===== src/logic/gict_pkg.sv =====
package gict_pkg;

	localparam int NUM_PINS = 21;
	localparam int LOW_PINS = 16;
	localparam int HIGH_PINS = 5;
	localparam int REG_W = 16;
	localparam int ADDR_W = 12;
	localparam int IDX_W = 10;

	// Register indices; the byte address of each is four times its index.
	localparam logic [IDX_W-1:0] IDX_STAT_LO = 10'h088;
	localparam logic [IDX_W-1:0] IDX_STAT_HI = 10'h08a;
	localparam logic [IDX_W-1:0] IDX_EN_LO = 10'h08c;
	localparam logic [IDX_W-1:0] IDX_EN_HI = 10'h08e;
	localparam logic [IDX_W-1:0] IDX_TYP_LO = 10'h090;
	localparam logic [IDX_W-1:0] IDX_TYP_HI = 10'h092;
	localparam logic [IDX_W-1:0] IDX_POL_LO = 10'h094;
	localparam logic [IDX_W-1:0] IDX_POL_HI = 10'h096;
	localparam logic [IDX_W-1:0] IDX_PIN_LO = 10'h0a0;
	localparam logic [IDX_W-1:0] IDX_PIN_HI = 10'h0a2;

	localparam logic [NUM_PINS-1:0] EN_RST = 21'h000000;
	localparam logic [NUM_PINS-1:0] TYP_RST = 21'h000000;
	localparam logic [NUM_PINS-1:0] POL_RST = 21'h000000;
	localparam logic [NUM_PINS-1:0] STAT_RST = 21'h1fffff;
	localparam logic [NUM_PINS-1:0] PIN_RST = 21'h000000;

	localparam logic TRIG_EDGE = 1'b1;
	localparam logic [1:0] RESP_OKAY = 2'h0;
	localparam logic [1:0] RESP_SLVERR = 2'h2;

endpackage


===== src/logic/gict_pin_sync.sv =====
`timescale 1ns/1ps
`default_nettype none

module gict_pin_sync #(
	parameter int N = 21
) (
	input wire logic ref_clk,
	input wire logic rst_n,
	input wire logic [N-1:0] pin_raw,
	output logic [N-1:0] pin_level,
	output logic [N-1:0] pin_change
);
	import gict_pkg::*;

	typedef struct packed {
		logic [N-1:0] s1;
		logic [N-1:0] s2;
		logic [N-1:0] s3;
		logic [N-1:0] lvl;
		logic [N-1:0] chg;
	} gict_sync_t;

	gict_sync_t q, d;
	logic [N-1:0] agree;

	// ----------------------------------------
	// Three-stage synchroniser and change detect.
	// ----------------------------------------
	always_comb begin
		d = q;
		d.s1 = pin_raw;
		d.s2 = q.s1;
		d.s3 = q.s2;
		agree = ~(q.s2 ^ q.s3);
		d.lvl = (q.lvl & ~agree) | (q.s3 & agree);
		d.chg = d.lvl ^ q.lvl;
	end

	always_ff @(posedge ref_clk or negedge rst_n) begin
		if (!rst_n) begin
			q <= '0;
		end else begin
			q <= d;
		end
	end

	assign pin_level = q.lvl;
	assign pin_change = q.chg;

endmodule

`default_nettype wire


===== src/logic/gict_top.sv =====
`timescale 1ns/1ps
`default_nettype none

// What this block does
// Enable bits for pins 15..0, reset clear.
// Enable bits pins 20..16 in bits 4..0.
// High-half bits 15..5 read zero, written zero.
// Trigger bits pins 15..0: 1 edge, 0 level.
// Trigger bits pins 20..16 in bits 4..0.
// Edge mode requests on any pin change.
// Level mode requests while pin at active level.
// Polarity bit: 1 high, 0 low, edge ignores.
// Status set on trigger, cleared writing one.
// Disabled pin never signals the interrupt output.
// Interrupt output is OR of status AND enable.
module gict_top (
	input wire logic ref_clk,
	input wire logic rst_n,
	input wire logic [gict_pkg::ADDR_W-1:0] s_axi_awaddr,
	input wire logic s_axi_awvalid,
	output logic s_axi_awready,
	input wire logic [31:0] s_axi_wdata,
	input wire logic [3:0] s_axi_wstrb,
	input wire logic s_axi_wvalid,
	output logic s_axi_wready,
	output logic [1:0] s_axi_bresp,
	output logic s_axi_bvalid,
	input wire logic s_axi_bready,
	input wire logic [gict_pkg::ADDR_W-1:0] s_axi_araddr,
	input wire logic s_axi_arvalid,
	output logic s_axi_arready,
	output logic [31:0] s_axi_rdata,
	output logic [1:0] s_axi_rresp,
	output logic s_axi_rvalid,
	input wire logic s_axi_rready,
	input wire logic [gict_pkg::NUM_PINS-1:0] gpio_pin_in,
	output logic irq_out
);
	import gict_pkg::*;

	// ----------------------------------------
	// State of the block.
	// ----------------------------------------
	typedef struct packed {
		logic awready;
		logic aw_held;
		logic [IDX_W-1:0] aw_idx;
		logic wready;
		logic w_held;
		logic [REG_W-1:0] w_data;
		logic [1:0] w_strb;
		logic bvalid;
		logic [1:0] bresp;
		logic arready;
		logic rvalid;
		logic [31:0] rdata;
		logic [1:0] rresp;
		logic [NUM_PINS-1:0] pin_irq_allow;
		logic [NUM_PINS-1:0] pin_trigger_edge_sel;
		logic [NUM_PINS-1:0] pin_active_polarity;
		logic [NUM_PINS-1:0] pin_irq_pending;
		logic irq;
	} gict_state_t;

	gict_state_t q, d;
	logic [NUM_PINS-1:0] pin_level;
	logic [NUM_PINS-1:0] pin_change;
	wire logic [NUM_PINS-1:0] hit;
	logic [NUM_PINS-1:0] clr;
	logic [REG_W-1:0] wmask;
	logic [IDX_W-1:0] r_idx;
	logic wr_fire;

	// ----------------------------------------
	// Pin input conditioning.
	// ----------------------------------------
	gict_pin_sync #(
		.N(NUM_PINS)
	) u_pin_sync (
		.ref_clk(ref_clk),
		.rst_n(rst_n),
		.pin_raw(gpio_pin_in),
		.pin_level(pin_level),
		.pin_change(pin_change)
	);

	// ----------------------------------------
	// Per-pin trigger selection.
	// ----------------------------------------
	// Edge mode takes any change, level mode the chosen level.
	for (genvar p = 0; p < NUM_PINS; p++) begin : g_pin
		assign hit[p] = (q.pin_trigger_edge_sel[p] == TRIG_EDGE) ? pin_change[p]
			: (pin_level[p] == q.pin_active_polarity[p]);
	end

	// ----------------------------------------
	// Register helpers.
	// ----------------------------------------
	function automatic logic [REG_W-1:0] merge(
		input logic [REG_W-1:0] old,
		input logic [REG_W-1:0] data,
		input logic [1:0] strb
	);
		logic [REG_W-1:0] r;
		r = old;
		if (strb[0]) begin
			r[7:0] = data[7:0];
		end
		if (strb[1]) begin
			r[15:8] = data[15:8];
		end
		return r;
	endfunction

	function automatic logic [REG_W-1:0] lo_half(input logic [NUM_PINS-1:0] v);
		return v[LOW_PINS-1:0];
	endfunction

	function automatic logic [REG_W-1:0] hi_half(input logic [NUM_PINS-1:0] v);
		return {{(REG_W-HIGH_PINS){1'b0}}, v[NUM_PINS-1:LOW_PINS]};
	endfunction

	function automatic logic [31:0] word(input logic [REG_W-1:0] v);
		return {{(32-REG_W){1'b0}}, v};
	endfunction

	function automatic logic [NUM_PINS-1:0] wr_lo(
		input logic [NUM_PINS-1:0] cur,
		input logic [REG_W-1:0] data,
		input logic [1:0] strb
	);
		logic [REG_W-1:0] m;
		m = merge(lo_half(cur), data, strb);
		return {cur[NUM_PINS-1:LOW_PINS], m};
	endfunction

	function automatic logic [NUM_PINS-1:0] wr_hi(
		input logic [NUM_PINS-1:0] cur,
		input logic [REG_W-1:0] data,
		input logic [1:0] strb
	);
		logic [REG_W-1:0] m;
		m = merge(hi_half(cur), data, strb);
		return {m[HIGH_PINS-1:0], cur[LOW_PINS-1:0]};
	endfunction

	// ----------------------------------------
	// Bus handshakes, register file and detection.
	// ----------------------------------------
	always_comb begin
		d = q;
		clr = '0;
		r_idx = s_axi_araddr[ADDR_W-1:2];
		wr_fire = q.aw_held && q.w_held && !q.bvalid;
		wmask = merge('0, q.w_data, q.w_strb);

		// ----------------------------------------
		// Write channel.
		// ----------------------------------------
		if (q.awready && s_axi_awvalid) begin
			d.awready = 1'b0;
			d.aw_held = 1'b1;
			d.aw_idx = s_axi_awaddr[ADDR_W-1:2];
		end
		if (q.wready && s_axi_wvalid) begin
			d.wready = 1'b0;
			d.w_held = 1'b1;
			d.w_data = s_axi_wdata[REG_W-1:0];
			d.w_strb = s_axi_wstrb[1:0];
		end
		if (q.bvalid && s_axi_bready) begin
			d.bvalid = 1'b0;
		end

		if (wr_fire) begin
			d.aw_held = 1'b0;
			d.w_held = 1'b0;
			d.awready = 1'b1;
			d.wready = 1'b1;
			d.bvalid = 1'b1;
			d.bresp = RESP_OKAY;
			case (q.aw_idx)
				IDX_EN_LO: begin
					d.pin_irq_allow = wr_lo(q.pin_irq_allow, q.w_data, q.w_strb);
				end
				IDX_EN_HI: begin
					d.pin_irq_allow = wr_hi(q.pin_irq_allow, q.w_data, q.w_strb);
				end
				IDX_TYP_LO: begin
					d.pin_trigger_edge_sel = wr_lo(q.pin_trigger_edge_sel, q.w_data, q.w_strb);
				end
				IDX_TYP_HI: begin
					d.pin_trigger_edge_sel = wr_hi(q.pin_trigger_edge_sel, q.w_data, q.w_strb);
				end
				IDX_POL_LO: begin
					d.pin_active_polarity = wr_lo(q.pin_active_polarity, q.w_data, q.w_strb);
				end
				IDX_POL_HI: begin
					d.pin_active_polarity = wr_hi(q.pin_active_polarity, q.w_data, q.w_strb);
				end
				IDX_STAT_LO: begin
					clr = {{HIGH_PINS{1'b0}}, wmask};
				end
				IDX_STAT_HI: begin
					clr = {wmask[HIGH_PINS-1:0], {LOW_PINS{1'b0}}};
				end
				IDX_PIN_LO, IDX_PIN_HI: begin
					d.bresp = RESP_OKAY;
				end
				default: begin
					d.bresp = RESP_SLVERR;
				end
			endcase
		end

		// ----------------------------------------
		// Read channel.
		// ----------------------------------------
		if (q.rvalid && s_axi_rready) begin
			d.rvalid = 1'b0;
			d.arready = 1'b1;
		end
		if (q.arready && s_axi_arvalid) begin
			d.arready = 1'b0;
			d.rvalid = 1'b1;
			d.rresp = RESP_OKAY;
			case (r_idx)
				IDX_EN_LO: begin
					d.rdata = word(lo_half(q.pin_irq_allow));
				end
				IDX_EN_HI: begin
					d.rdata = word(hi_half(q.pin_irq_allow));
				end
				IDX_TYP_LO: begin
					d.rdata = word(lo_half(q.pin_trigger_edge_sel));
				end
				IDX_TYP_HI: begin
					d.rdata = word(hi_half(q.pin_trigger_edge_sel));
				end
				IDX_POL_LO: begin
					d.rdata = word(lo_half(q.pin_active_polarity));
				end
				IDX_POL_HI: begin
					d.rdata = word(hi_half(q.pin_active_polarity));
				end
				IDX_STAT_LO: begin
					d.rdata = word(lo_half(q.pin_irq_pending));
				end
				IDX_STAT_HI: begin
					d.rdata = word(hi_half(q.pin_irq_pending));
				end
				IDX_PIN_LO: begin
					d.rdata = word(lo_half(pin_level));
				end
				IDX_PIN_HI: begin
					d.rdata = word(hi_half(pin_level));
				end
				default: begin
					d.rdata = 32'h00000000;
					d.rresp = RESP_SLVERR;
				end
			endcase
		end

		// ----------------------------------------
		// Status and interrupt.
		// ----------------------------------------
		// A new request wins over a clear in the same cycle.
		d.pin_irq_pending = (q.pin_irq_pending & ~clr) | hit;
		d.irq = |(q.pin_irq_pending & q.pin_irq_allow);
	end

	// ----------------------------------------
	// State registers.
	// ----------------------------------------
	always_ff @(posedge ref_clk or negedge rst_n) begin
		if (!rst_n) begin
			q <= '0;
			q.awready <= 1'b1;
			q.wready <= 1'b1;
			q.arready <= 1'b1;
			q.pin_irq_allow <= EN_RST;
			q.pin_trigger_edge_sel <= TYP_RST;
			q.pin_active_polarity <= POL_RST;
			q.pin_irq_pending <= STAT_RST;
		end else begin
			q <= d;
		end
	end

	// ----------------------------------------
	// Outputs.
	// ----------------------------------------
	assign s_axi_awready = q.awready;
	assign s_axi_wready = q.wready;
	assign s_axi_bvalid = q.bvalid;
	assign s_axi_bresp = q.bresp;
	assign s_axi_arready = q.arready;
	assign s_axi_rvalid = q.rvalid;
	assign s_axi_rdata = q.rdata;
	assign s_axi_rresp = q.rresp;
	assign irq_out = q.irq;

endmodule

`default_nettype wire


===== config.mk =====
export PLATFORM = sky130hd
export DESIGN_NAME = gict_top
export DESIGN_NICKNAME = d
export VERILOG_FILES = /design/src/logic/gict_pkg.sv /design/src/logic/gict_pin_sync.sv /design/src/logic/gict_top.sv
export SDC_FILE = /design/constraint.sdc
export NUM_CORES = 1
export LEC_CHECK = 0
export BUFFER_PORTS_ARGS = -buffer_cell sky130_fd_sc_hd__buf_2
export CAP_MARGIN = 5
export CORE_MARGIN = 2
export CORE_UTILIZATION = 48
export DETAILED_ROUTE_END_ITERATION = 10
export PLACE_DENSITY = 0.77
export SLEW_MARGIN = 20
export SYNTH_ARGS = -nofsm -noshare
export SYNTH_HDL_FRONTEND = slang
export SYNTH_SLANG_ARGS = --single-unit

===== constraint.sdc =====
create_clock -name ref_clk -period 4.1 [get_ports ref_clk]
set_input_delay 0.615 -clock ref_clk [delete_from_list [all_inputs] [get_ports ref_clk]]
set_output_delay 0.615 -clock ref_clk [all_outputs]
set_load 0.005 [all_outputs]

# After elaboration in Yosys (flattened, before gate mapping)
# Index checks and enable logic that the tools add are counted.
word_totals:
  reg_bits: 261
  latchBits: 0
  mem_bits_rw: 0
  romBits: 0
  inputBits: 88
  output_inout_bits: 42
  mem_count: 0
classes:
  addsub: 0
  n_mul: 0
  div: 0
  magnitude_cmp: 0
  n_eq_ne: 41
  shifts: 0
  muxes: 42
  bitwise: 17
  n_reduce_logical: 24
op_table:
  columns: ["op", "count"]
  rows:
  - ["== test 10 x 8 -> 1 bit (second input constant)", 20]
  - ["case mux 21 bit (2 select lines)", 4]
  - ["case mux 16 bit (10 select lines)", 1]
  - ["bitwise AND 21 bit", 4]
  - ["inverter 21 bit", 3]
  - ["OR 21 bit", 2]
  - ["bitwise XOR 21 bit", 2]
  - ["2-to-1 mux 36 bit", 1]
  - ["AND reduction 4 bit", 9]
  - ["2-to-1 mux 8 bit", 4]
  - ["2-to-1 mux 1 bit", 22]
  - ["== test 1 bit", 21]
  - ["2-to-1 mux 21 bit", 1]
  - ["OR reduction 21 bit", 1]
  - ["2-to-1 mux 20 bit", 1]
  - ["OR reduction 10 bit", 2]
  - ["2-to-1 mux 12 bit", 1]
  - ["2-to-1 mux 2 bit", 5]
  - ["nonzero test 2 bit", 4]
  - ["logical AND 1 bit", 7]
  - ["inverter 1 bit", 6]
  - ["2-to-1 mux 5 bit", 1]
  - ["2-to-1 mux 3 bit", 1]
  - ["zero test 1 bit", 1]

# Depth between registers and ports, before layout
# Gate-level depths: netlist of the first run.
logic_depth:
  ltp_word: 6
  ltp_mapped: 7

# Modules after synthesis
# Synthesis of the first run repeated with hierarchy kept, for this count alone.
unflattened:
  hier_cells: 797
  area_unflattened_um2: 10426.2
by_module_without_submodules:
  columns: ["mod", "instances", "cells_each", "area_per_inst_um2", "seq_area_each_um2"]
  rows:
  - ["gict_top", 1, 565, 6931.6, 3483.3]
  - ["gict_pin_sync", 1, 232, 3494.6, 2627.5]

# Least setup slack after synthesis of the first run
# OpenSTA, ideal clock, no wires.
synth_timing:
  kind: "input to register"
  from: "input s_axi_araddr[3] in the netlist's numbering"
  to: "register q, in the netlist s_axi_rdata[1]"
  setup_ns: 0.121
  arrival_time_ns: 1.857
  path_slack_ns: 2.122
  cell_stages: 6
  path_buffers: 2
  cell_sequence: "buf_2 -> buf_1 -> mux2_2 -> nand3_1 -> nand4_1 -> a22o_1"
synth_via:
  elab_chain_len: 2
  word_cells_on_any_way: 11
synth_lines:
  columns: ["item", "line_no", "text"]
  rows:
  - ["start: declaration", "gict_top.sv:29", "input wire logic [gict_pkg::ADDR_W-1:0] s_axi_araddr,"]
  - ["== test 10 x 8 -> 1 bit", "gict_top.sv:227", "case (r_idx)"]
  - ["case mux 16 bit (10 select lines) *", "gict_top.sv:227", null]
  - ["end: declaration", "gict_top.sv:65", "gict_state_t q, d;"]
# Every way passes the cells marked *; elsewhere a longest branch is shown, timed or not.
# A chain may end at the register's enable or synchronous reset.

# Final worst setup path of the first run
layout_timing:
  from: "register q, in the netlist s_axi_arready"
  to: "register q, in the netlist s_axi_rdata[14]"
layout_via:
  elab_chain_len: 1
layout_lines:
  columns: ["item", "line_no", "text"]
  rows:
  - ["logical AND 1 bit", "gict_top.sv:223", "if (q.arready && s_axi_arvalid) begin"]
# No other way between the ends.

==> flow_summary.json, run 1 <==
{
  "clkSlewWorstSetupHoldPaths_ns": 0.06,
  "slew_violations": 0,
  "finalWirelength_mm": 22.23,
  "fmax_mhz": 417.7,
  "rsz0062_at_grt": "no",
  "diodes": 0,
  "numClockSinks": 243,
  "outcome": "finished clean",
  "postCtsResizedCells": 0,
  "grt_pass1_wl_mm": 35.36,
  "start_util_pct": 48.55,
  "cts-root-buf": "clkbuf_16",
  "worstPathCellList": "nand2_1, nor3_1, and3b_1, a22o_1",
  "cts_hold_buf": 0,
  "row_count": 53,
  "areaGrowthSynthToFinish_pct": 14.27,
  "synth.area.top_cells": "dfrtp_1 54%, mux2_2 11%, dfstp_2 6.2%",
  "ff_latch_area_um2": 6111,
  "period_needed_ns": 2.394,
  "wl_per_cell_um": 19.71,
  "clk_path_buf_depth": 3,
  "synth_top_area_share_pct": 54.21,
  "ant_nets": 0,
  "crit_path_top_delay_cell": "dfstp_2",
  "viasPerCell": 5.721,
  "post_cts_buffers": 0,
  "cts_tree": "yes",
  "dr.first_iter.drc_count": 585,
  "drive_gt1_share_pct": 33.06,
  "path_class": "reg2reg",
  "htree_levels": 1,
  "critical_path_arrival_ns": 2.84,
  "seq_area_frac_synth_pct": 60.45,
  "finalClockSkew_ns": 0.009044,
  "ys_async_sr_fraction_pct": 100.0,
  "grt_max_degree": 117,
  "pin_count": 130,
  "crit_family": "simple AND/OR/NAND/NOR gates",
  "critPathBufInv": 0,
  "core_um2": 20820,
  "hold_viol": 0,
  "cp_slowest_stage_delay_ns": 0.55,
  "peakVddDrop_mv": 0.2887,
  "cap_violations": 0,
  "final.period_utilization_pct": 58.39,
  "ys.flop_type": "dfrtp_1",
  "hold_class": "in2async",
  "setup_viol": 0,
  "dp_hpwl_mm": 13.97,
  "yosys.area.top_type": "dfrtp_1",
  "synth_edf_count": 0,
  "synth.lib_cells_used.distinct": 60,
  "io_buffers": 89,
  "avgSynthCellArea_um2": 13.46,
  "start_kind": "flop",
  "power_mw": 6.072,
  "worst_pin_slew_ns": 1.056,
  "relSlewSlack_pct": 29.36,
  "antenna_found_initial": 0,
  "drc": 0,
  "synth_seq_cells": 243,
  "grt_pass1_vias": 6443,
  "dr_total_vias": 6453,
  "finalSetupTns_ns": 0,
  "p_per_area_nw_per_um2": 525.6,
  "gp_congestion": 0.8139,
  "p_leak_nw": 5.247,
  "clk-insertion-delay-late_ns": 0.52,
  "die_x_um": 149.1,
  "multiInputGateArea_um2": 3659,
  "fill_cells": 1705,
  "ff2ff_setup_slack_ns": 1.71,
  "track_usage_pct": 20.31,
  "required_ns": 4.55,
  "syn_inst": 751,
  "fp.dieH_um": 149.1,
  "cts-buffers-inserted": 26,
  "nNetsFinal": 921,
  "ys_warn_count": 0,
  "syn_area_um2": 10110,
  "grt-ovfl-total": 0,
  "die-area_um2": 22240,
  "drt_first_pass_iters": 6,
  "cp-end-kind": "flop",
  "cp_max_fo": 18
}
[stage by stage]
stage | hold WS (ns) | util (%) | std cells | worst slack, ns | cell area (um2)
floorplan | 0.3194 | - | 768 | 2.122 | 10170
global placement | 0.3321 | 51.20 | 1079 | 1.506 | 10660
detailed placement | 0.3347 | 51.20 | 1079 | 1.483 | 10660
CTS | 0.1788 | 55.41 | 1127 | 1.489 | 11540
global route | 0.1832 | 55.47 | 1128 | 1.543 | 11550
finish | 0.1519 | 55.47 | 1128 | 1.706 | 11550
[placed cells by master (no fill, tap or decap), types with 3 or more instances in the layout]
| master | count |
|---|---|
| a21oi_1 | 9 |
| a221o_1 | 21 |
| a22o_1 | 14 |
| a22oi_1 | 10 |
| and3b_1 | 3 |
| buf_2 | 88 |
| buf_4 | 7 |
| clkbuf_1 | 9 |
| clkbuf_16 | 27 |
| clkbuf_8 | 6 |
| clkinv_2 | 3 |
| conb_1 | 18 |
| dfrtp_1 | 219 |
| dfstp_2 | 24 |
| inv_1 | 6 |
| maj3_1 | 16 |
| mux2_2 | 96 |
| mux2_4 | 5 |
| mux2i_1 | 17 |
| mux4_2 | 3 |
| nand2_1 | 21 |
| nand3_1 | 53 |
| nand3b_1 | 4 |
| nand4_1 | 23 |
| nand4b_1 | 3 |
| nor2_1 | 40 |
| nor2_2 | 4 |
| o2111ai_1 | 12 |
| o21ai_0 | 10 |
| xor2_1 | 37 |
[report_power, final]
part           total, mW  switching (mW)  internal, mW
combinational      0.660           0.329         0.331
clock               2.35           0.911          1.44
sequential          3.06           0.367          2.69
total               6.07            1.61          4.46
[routing by layer]
layer	global-route usage (%)	share of wire [%]
met1	28.98	43
met2	32.28	47
met3	3.364	6.9
met4	6.048	2.8
met5	0	0
[worst register-to-register path, cell delays in order, from the launching register on]
cell and delay, ns:
dfstp_2 0.55, nand2_1 0.49, nor3_1 0.51, and3b_1 0.55, a22o_1 0.22
[path summary, 6_finish.rpt]
path / startpoint / endpoint / cells past startpoint
hold reg to reg: u_pin_sync.d[68]$_DFF_PN0_ / u_pin_sync.d[47]$_DFF_PN0_ / 0
max in group asynchronous: rst_n / q[2]$_DFF_PN1_ / 2
setup reg to reg: s_axi_arready$_DFFE_PN1P_ / s_axi_rdata[14]$_DFFE_PN0P_ / 4
setup / recovery: s_axi_arready$_DFFE_PN1P_ / s_axi_rdata[14]$_DFFE_PN0P_ / 4
min in group ref_clk: gpio_pin_in[3] / u_pin_sync.d[66]$_DFF_PN0_ / 1
hold / removal: rst_n / u_pin_sync.d[56]$_DFF_PN0_ / 1
[logic make-up after synthesis]
group                      after synthesis  share of synthesized area, %
AOI/OAI and AO/OA                       87                         6.919
xor gates and xnor gates                37                         3.206
adders and majority gates               16                         1.584
other                                    1                       0.03710
muxes                                  122                         13.90
buffers and inverters                   67                         4.072
and+or+nand+nor                        178                         9.828
DFF                                    243                         60.45
[state kept, by name, indices dropped and copies added (netlist names)]
register               cells
u_pin_sync.d              42
q                        114
s_axi_arready              1
u_pin_sync.pin_level      21
s_axi_rresp                1
s_axi_rdata               16
s_axi_wready               1
irq_out                    1
s_axi_rvalid               1
s_axi_awready              1
u_pin_sync.pin_change     21
u_pin_sync.q              21
s_axi_bvalid               1
s_axi_bresp                1
[layout make-up]
cell class              count  area share [%]
flip-flops and latches    243           52.90
inverters                   6          0.1950
repair buffers             98           4.669
multi-input cells         458           31.67
well taps                 275           2.979
clock inverters             6          0.7257
clock buffers              42           6.857
[Yosys cell counts, types with 2 or more instances]
master	count
a21oi_1	9
and3b_1	3
clkbuf_1	14
o21ai_0	10
nand3b_1	4
a221o_1	21
mux2i_1	17
buf_6	2
nor3b_2	3
nand3_1	53
nand2_1	22
mux4_2	3
buf_4	36
nand4_1	23
mux2_2	96
nand4b_1	3
buf_2	7
mux2_4	5
o22ai_1	2
dfrtp_1	219
o2111ai_1	12
o211ai_1	2
xor2_1	37
nor2_2	4
nand2b_1	2
maj3_1	16
dfstp_2	24
a22o_1	14
a22oi_1	10
nor2b_1	2
nor3_1	2
and2_1	2
inv_1	6
nor2_1	40
(Power assumes the default switching activity.)
==> inputs of run 2 (changes only) <==
- clock period: 4.1 -> 2.5 ns (I/O delays scaled with it)
==> flow_summary.json, run 2 (same netlist as run 1, synthesis figures left out) <==
{
  "p_per_area_nw_per_um2": 858.3,
  "final-instance-count-excl-fill": 1168,
  "drc": 0,
  "cp-end-kind": "flop",
  "nNetsFinal": 963,
  "cp_slowest_stage_delay_ns": 0.85,
  "rsz0062_at_grt": "no",
  "top_register": "q",
  "whs_ns": 0.02291,
  "cts_hold_buf": 22,
  "fin_ws_ns": 0.3755,
  "dr.first_iter.drc_count": 392,
  "antenna_found_initial": 0,
  "dr_total_vias": 6485,
  "relSlewSlack_pct": 40.86,
  "final_cell_mix": "219 x dfrtp_1, 96 x mux2_2, 88 x buf_2",
  "drt-met1-wl_mm": 9.625,
  "numClockSinks": 243,
  "crit_path_top_delay_cell": "or4_1",
  "row_count": 53,
  "fmax_mhz": 470.7,
  "hold_viol": 0,
  "p_leak_nw": 5.476,
  "finalClockSkew_ns": 0.01827,
  "start_kind": "flop",
  "outcome": "finished clean",
  "fin_util_pct": 57.78,
  "grt-ovfl-total": 0,
  "finalWirelength_mm": 21.91,
  "setup_viol": 0,
  "viasPerCell": 5.552,
  "place_ws_ns": 0.3670,
  "ant_nets": 0,
  "die_x_um": 149.1,
  "die-area_um2": 22240,
  "grt_pass1_vias": 6575,
  "power_mw": 10.33,
  "drt_first_pass_iters": 5,
  "diodes": 0,
  "htree_levels": 1,
  "worstPathCellList": "nand3b_1, or4_1, mux2_4",
  "dp_hpwl_mm": 14.66,
  "drive_gt1_share_pct": 34.38,
  "finalSetupTns_ns": 0,
  "areaGrowthSynthToFinish_pct": 19.01,
  "largest_reg_flops": 114,
  "wl_per_cell_um": 18.76,
  "fp.dieH_um": 149.1,
  "wl_met3_mm": 1.428,
  "final.period_utilization_pct": 84.98,
  "period_needed_ns": 2.124,
  "clk_path_buf_depth": 3,
  "cts_tree": "yes",
  "post_cts_buffers": 0,
  "start_util_pct": 48.55,
  "required_ns": 2.90,
  "cp_max_fo": 7,
  "slew_violations": 0,
  "postCtsResizedCells": 0,
  "cts-root-buf": "clkbuf_16",
  "top_layer": "met4",
  "worst_pin_slew_ns": 0.8833,
  "track_usage_pct": 19.94,
  "hold_class": "in2reg",
  "core_um2": 20820,
  "cts-buffers-inserted": 25,
  "routed-wl-met2_mm": 10.20,
  "grt_max_degree": 62,
  "critical_path_arrival_ns": 2.52,
  "post-route-cell-area_um2": 12030,
  "path_class": "reg2reg",
  "io_buffers": 89,
  "clk-insertion-delay-late_ns": 0.53,
  "placed_area_um2": 10860,
  "grt_pass1_wl_mm": 34.71,
  "clkSlewWorstSetupHoldPaths_ns": 0.06,
  "cap_violations": 0,
  "layout_commonest_cell": "dfrtp_1",
  "pin_count": 130,
  "peakVddDrop_mv": 0.4071,
  "placed_cells": 1101,
  "gp_congestion": 0.8301
}
[run 2: critical path, delay by kind of cell, from the launching register on]
family	cells	cell delay, ns
muxes	1	0.38
DFF	1	0.41
and+or+nand+nor	2	1.21
[run 2: worst paths after layout]
kind | start | endpoint | slack, ns | cells past startpoint
hold reg to reg | u_pin_sync.d[73]$_DFF_PN0_ | u_pin_sync.d[52]$_DFF_PN0_ | 0.34 | 0
setup / recovery | s_axi_bvalid$_DFFE_PN0P_ | q[83]$_DFFE_PN0P_ | 0.38 | 3
hold / removal | s_axi_bready | s_axi_bvalid$_DFFE_PN0P_ | 0.02 | 2
min in group asynchronous | rst_n | u_pin_sync.d[78]$_DFF_PN0_ | 0.39 | 2
setup reg to reg | s_axi_bvalid$_DFFE_PN0P_ | q[83]$_DFFE_PN0P_ | 0.38 | 3
max in group asynchronous | rst_n | q[18]$_DFF_PN1_ | 1.40 | 3
[run 2: power by group]
group | internal, mW | leakage (nW) | switching, mW | total, mW
combinational | 0.609 | 2.02 | 0.619 | 1.23
clock | 2.65 | 0.453 | 1.51 | 4.17
sequential | 4.41 | 3.00 | 0.517 | 4.93
[run 2: layout make-up]
class / instances / area [um2]
Tap cell: 275 / 344.1
Clock buffer: 33 / 725.7
Multi-Input combinational cell: 458 / 3656
Sequential cell: 243 / 6111
Clock inverter: 12 / 220.2
Timing Repair Buffer: 141 / 950.9
Fill cell: 1665 / 8792
Inverter: 6 / 22.52
[run 2: routing by layer]
metal / up-vias / track usage [%]
met3: 43 / 4.128
met2: 217 / 32.21
met1: 3276 / 27.52
met5: - / 0
met4: 0 / 5.714
li1: 2949 / -
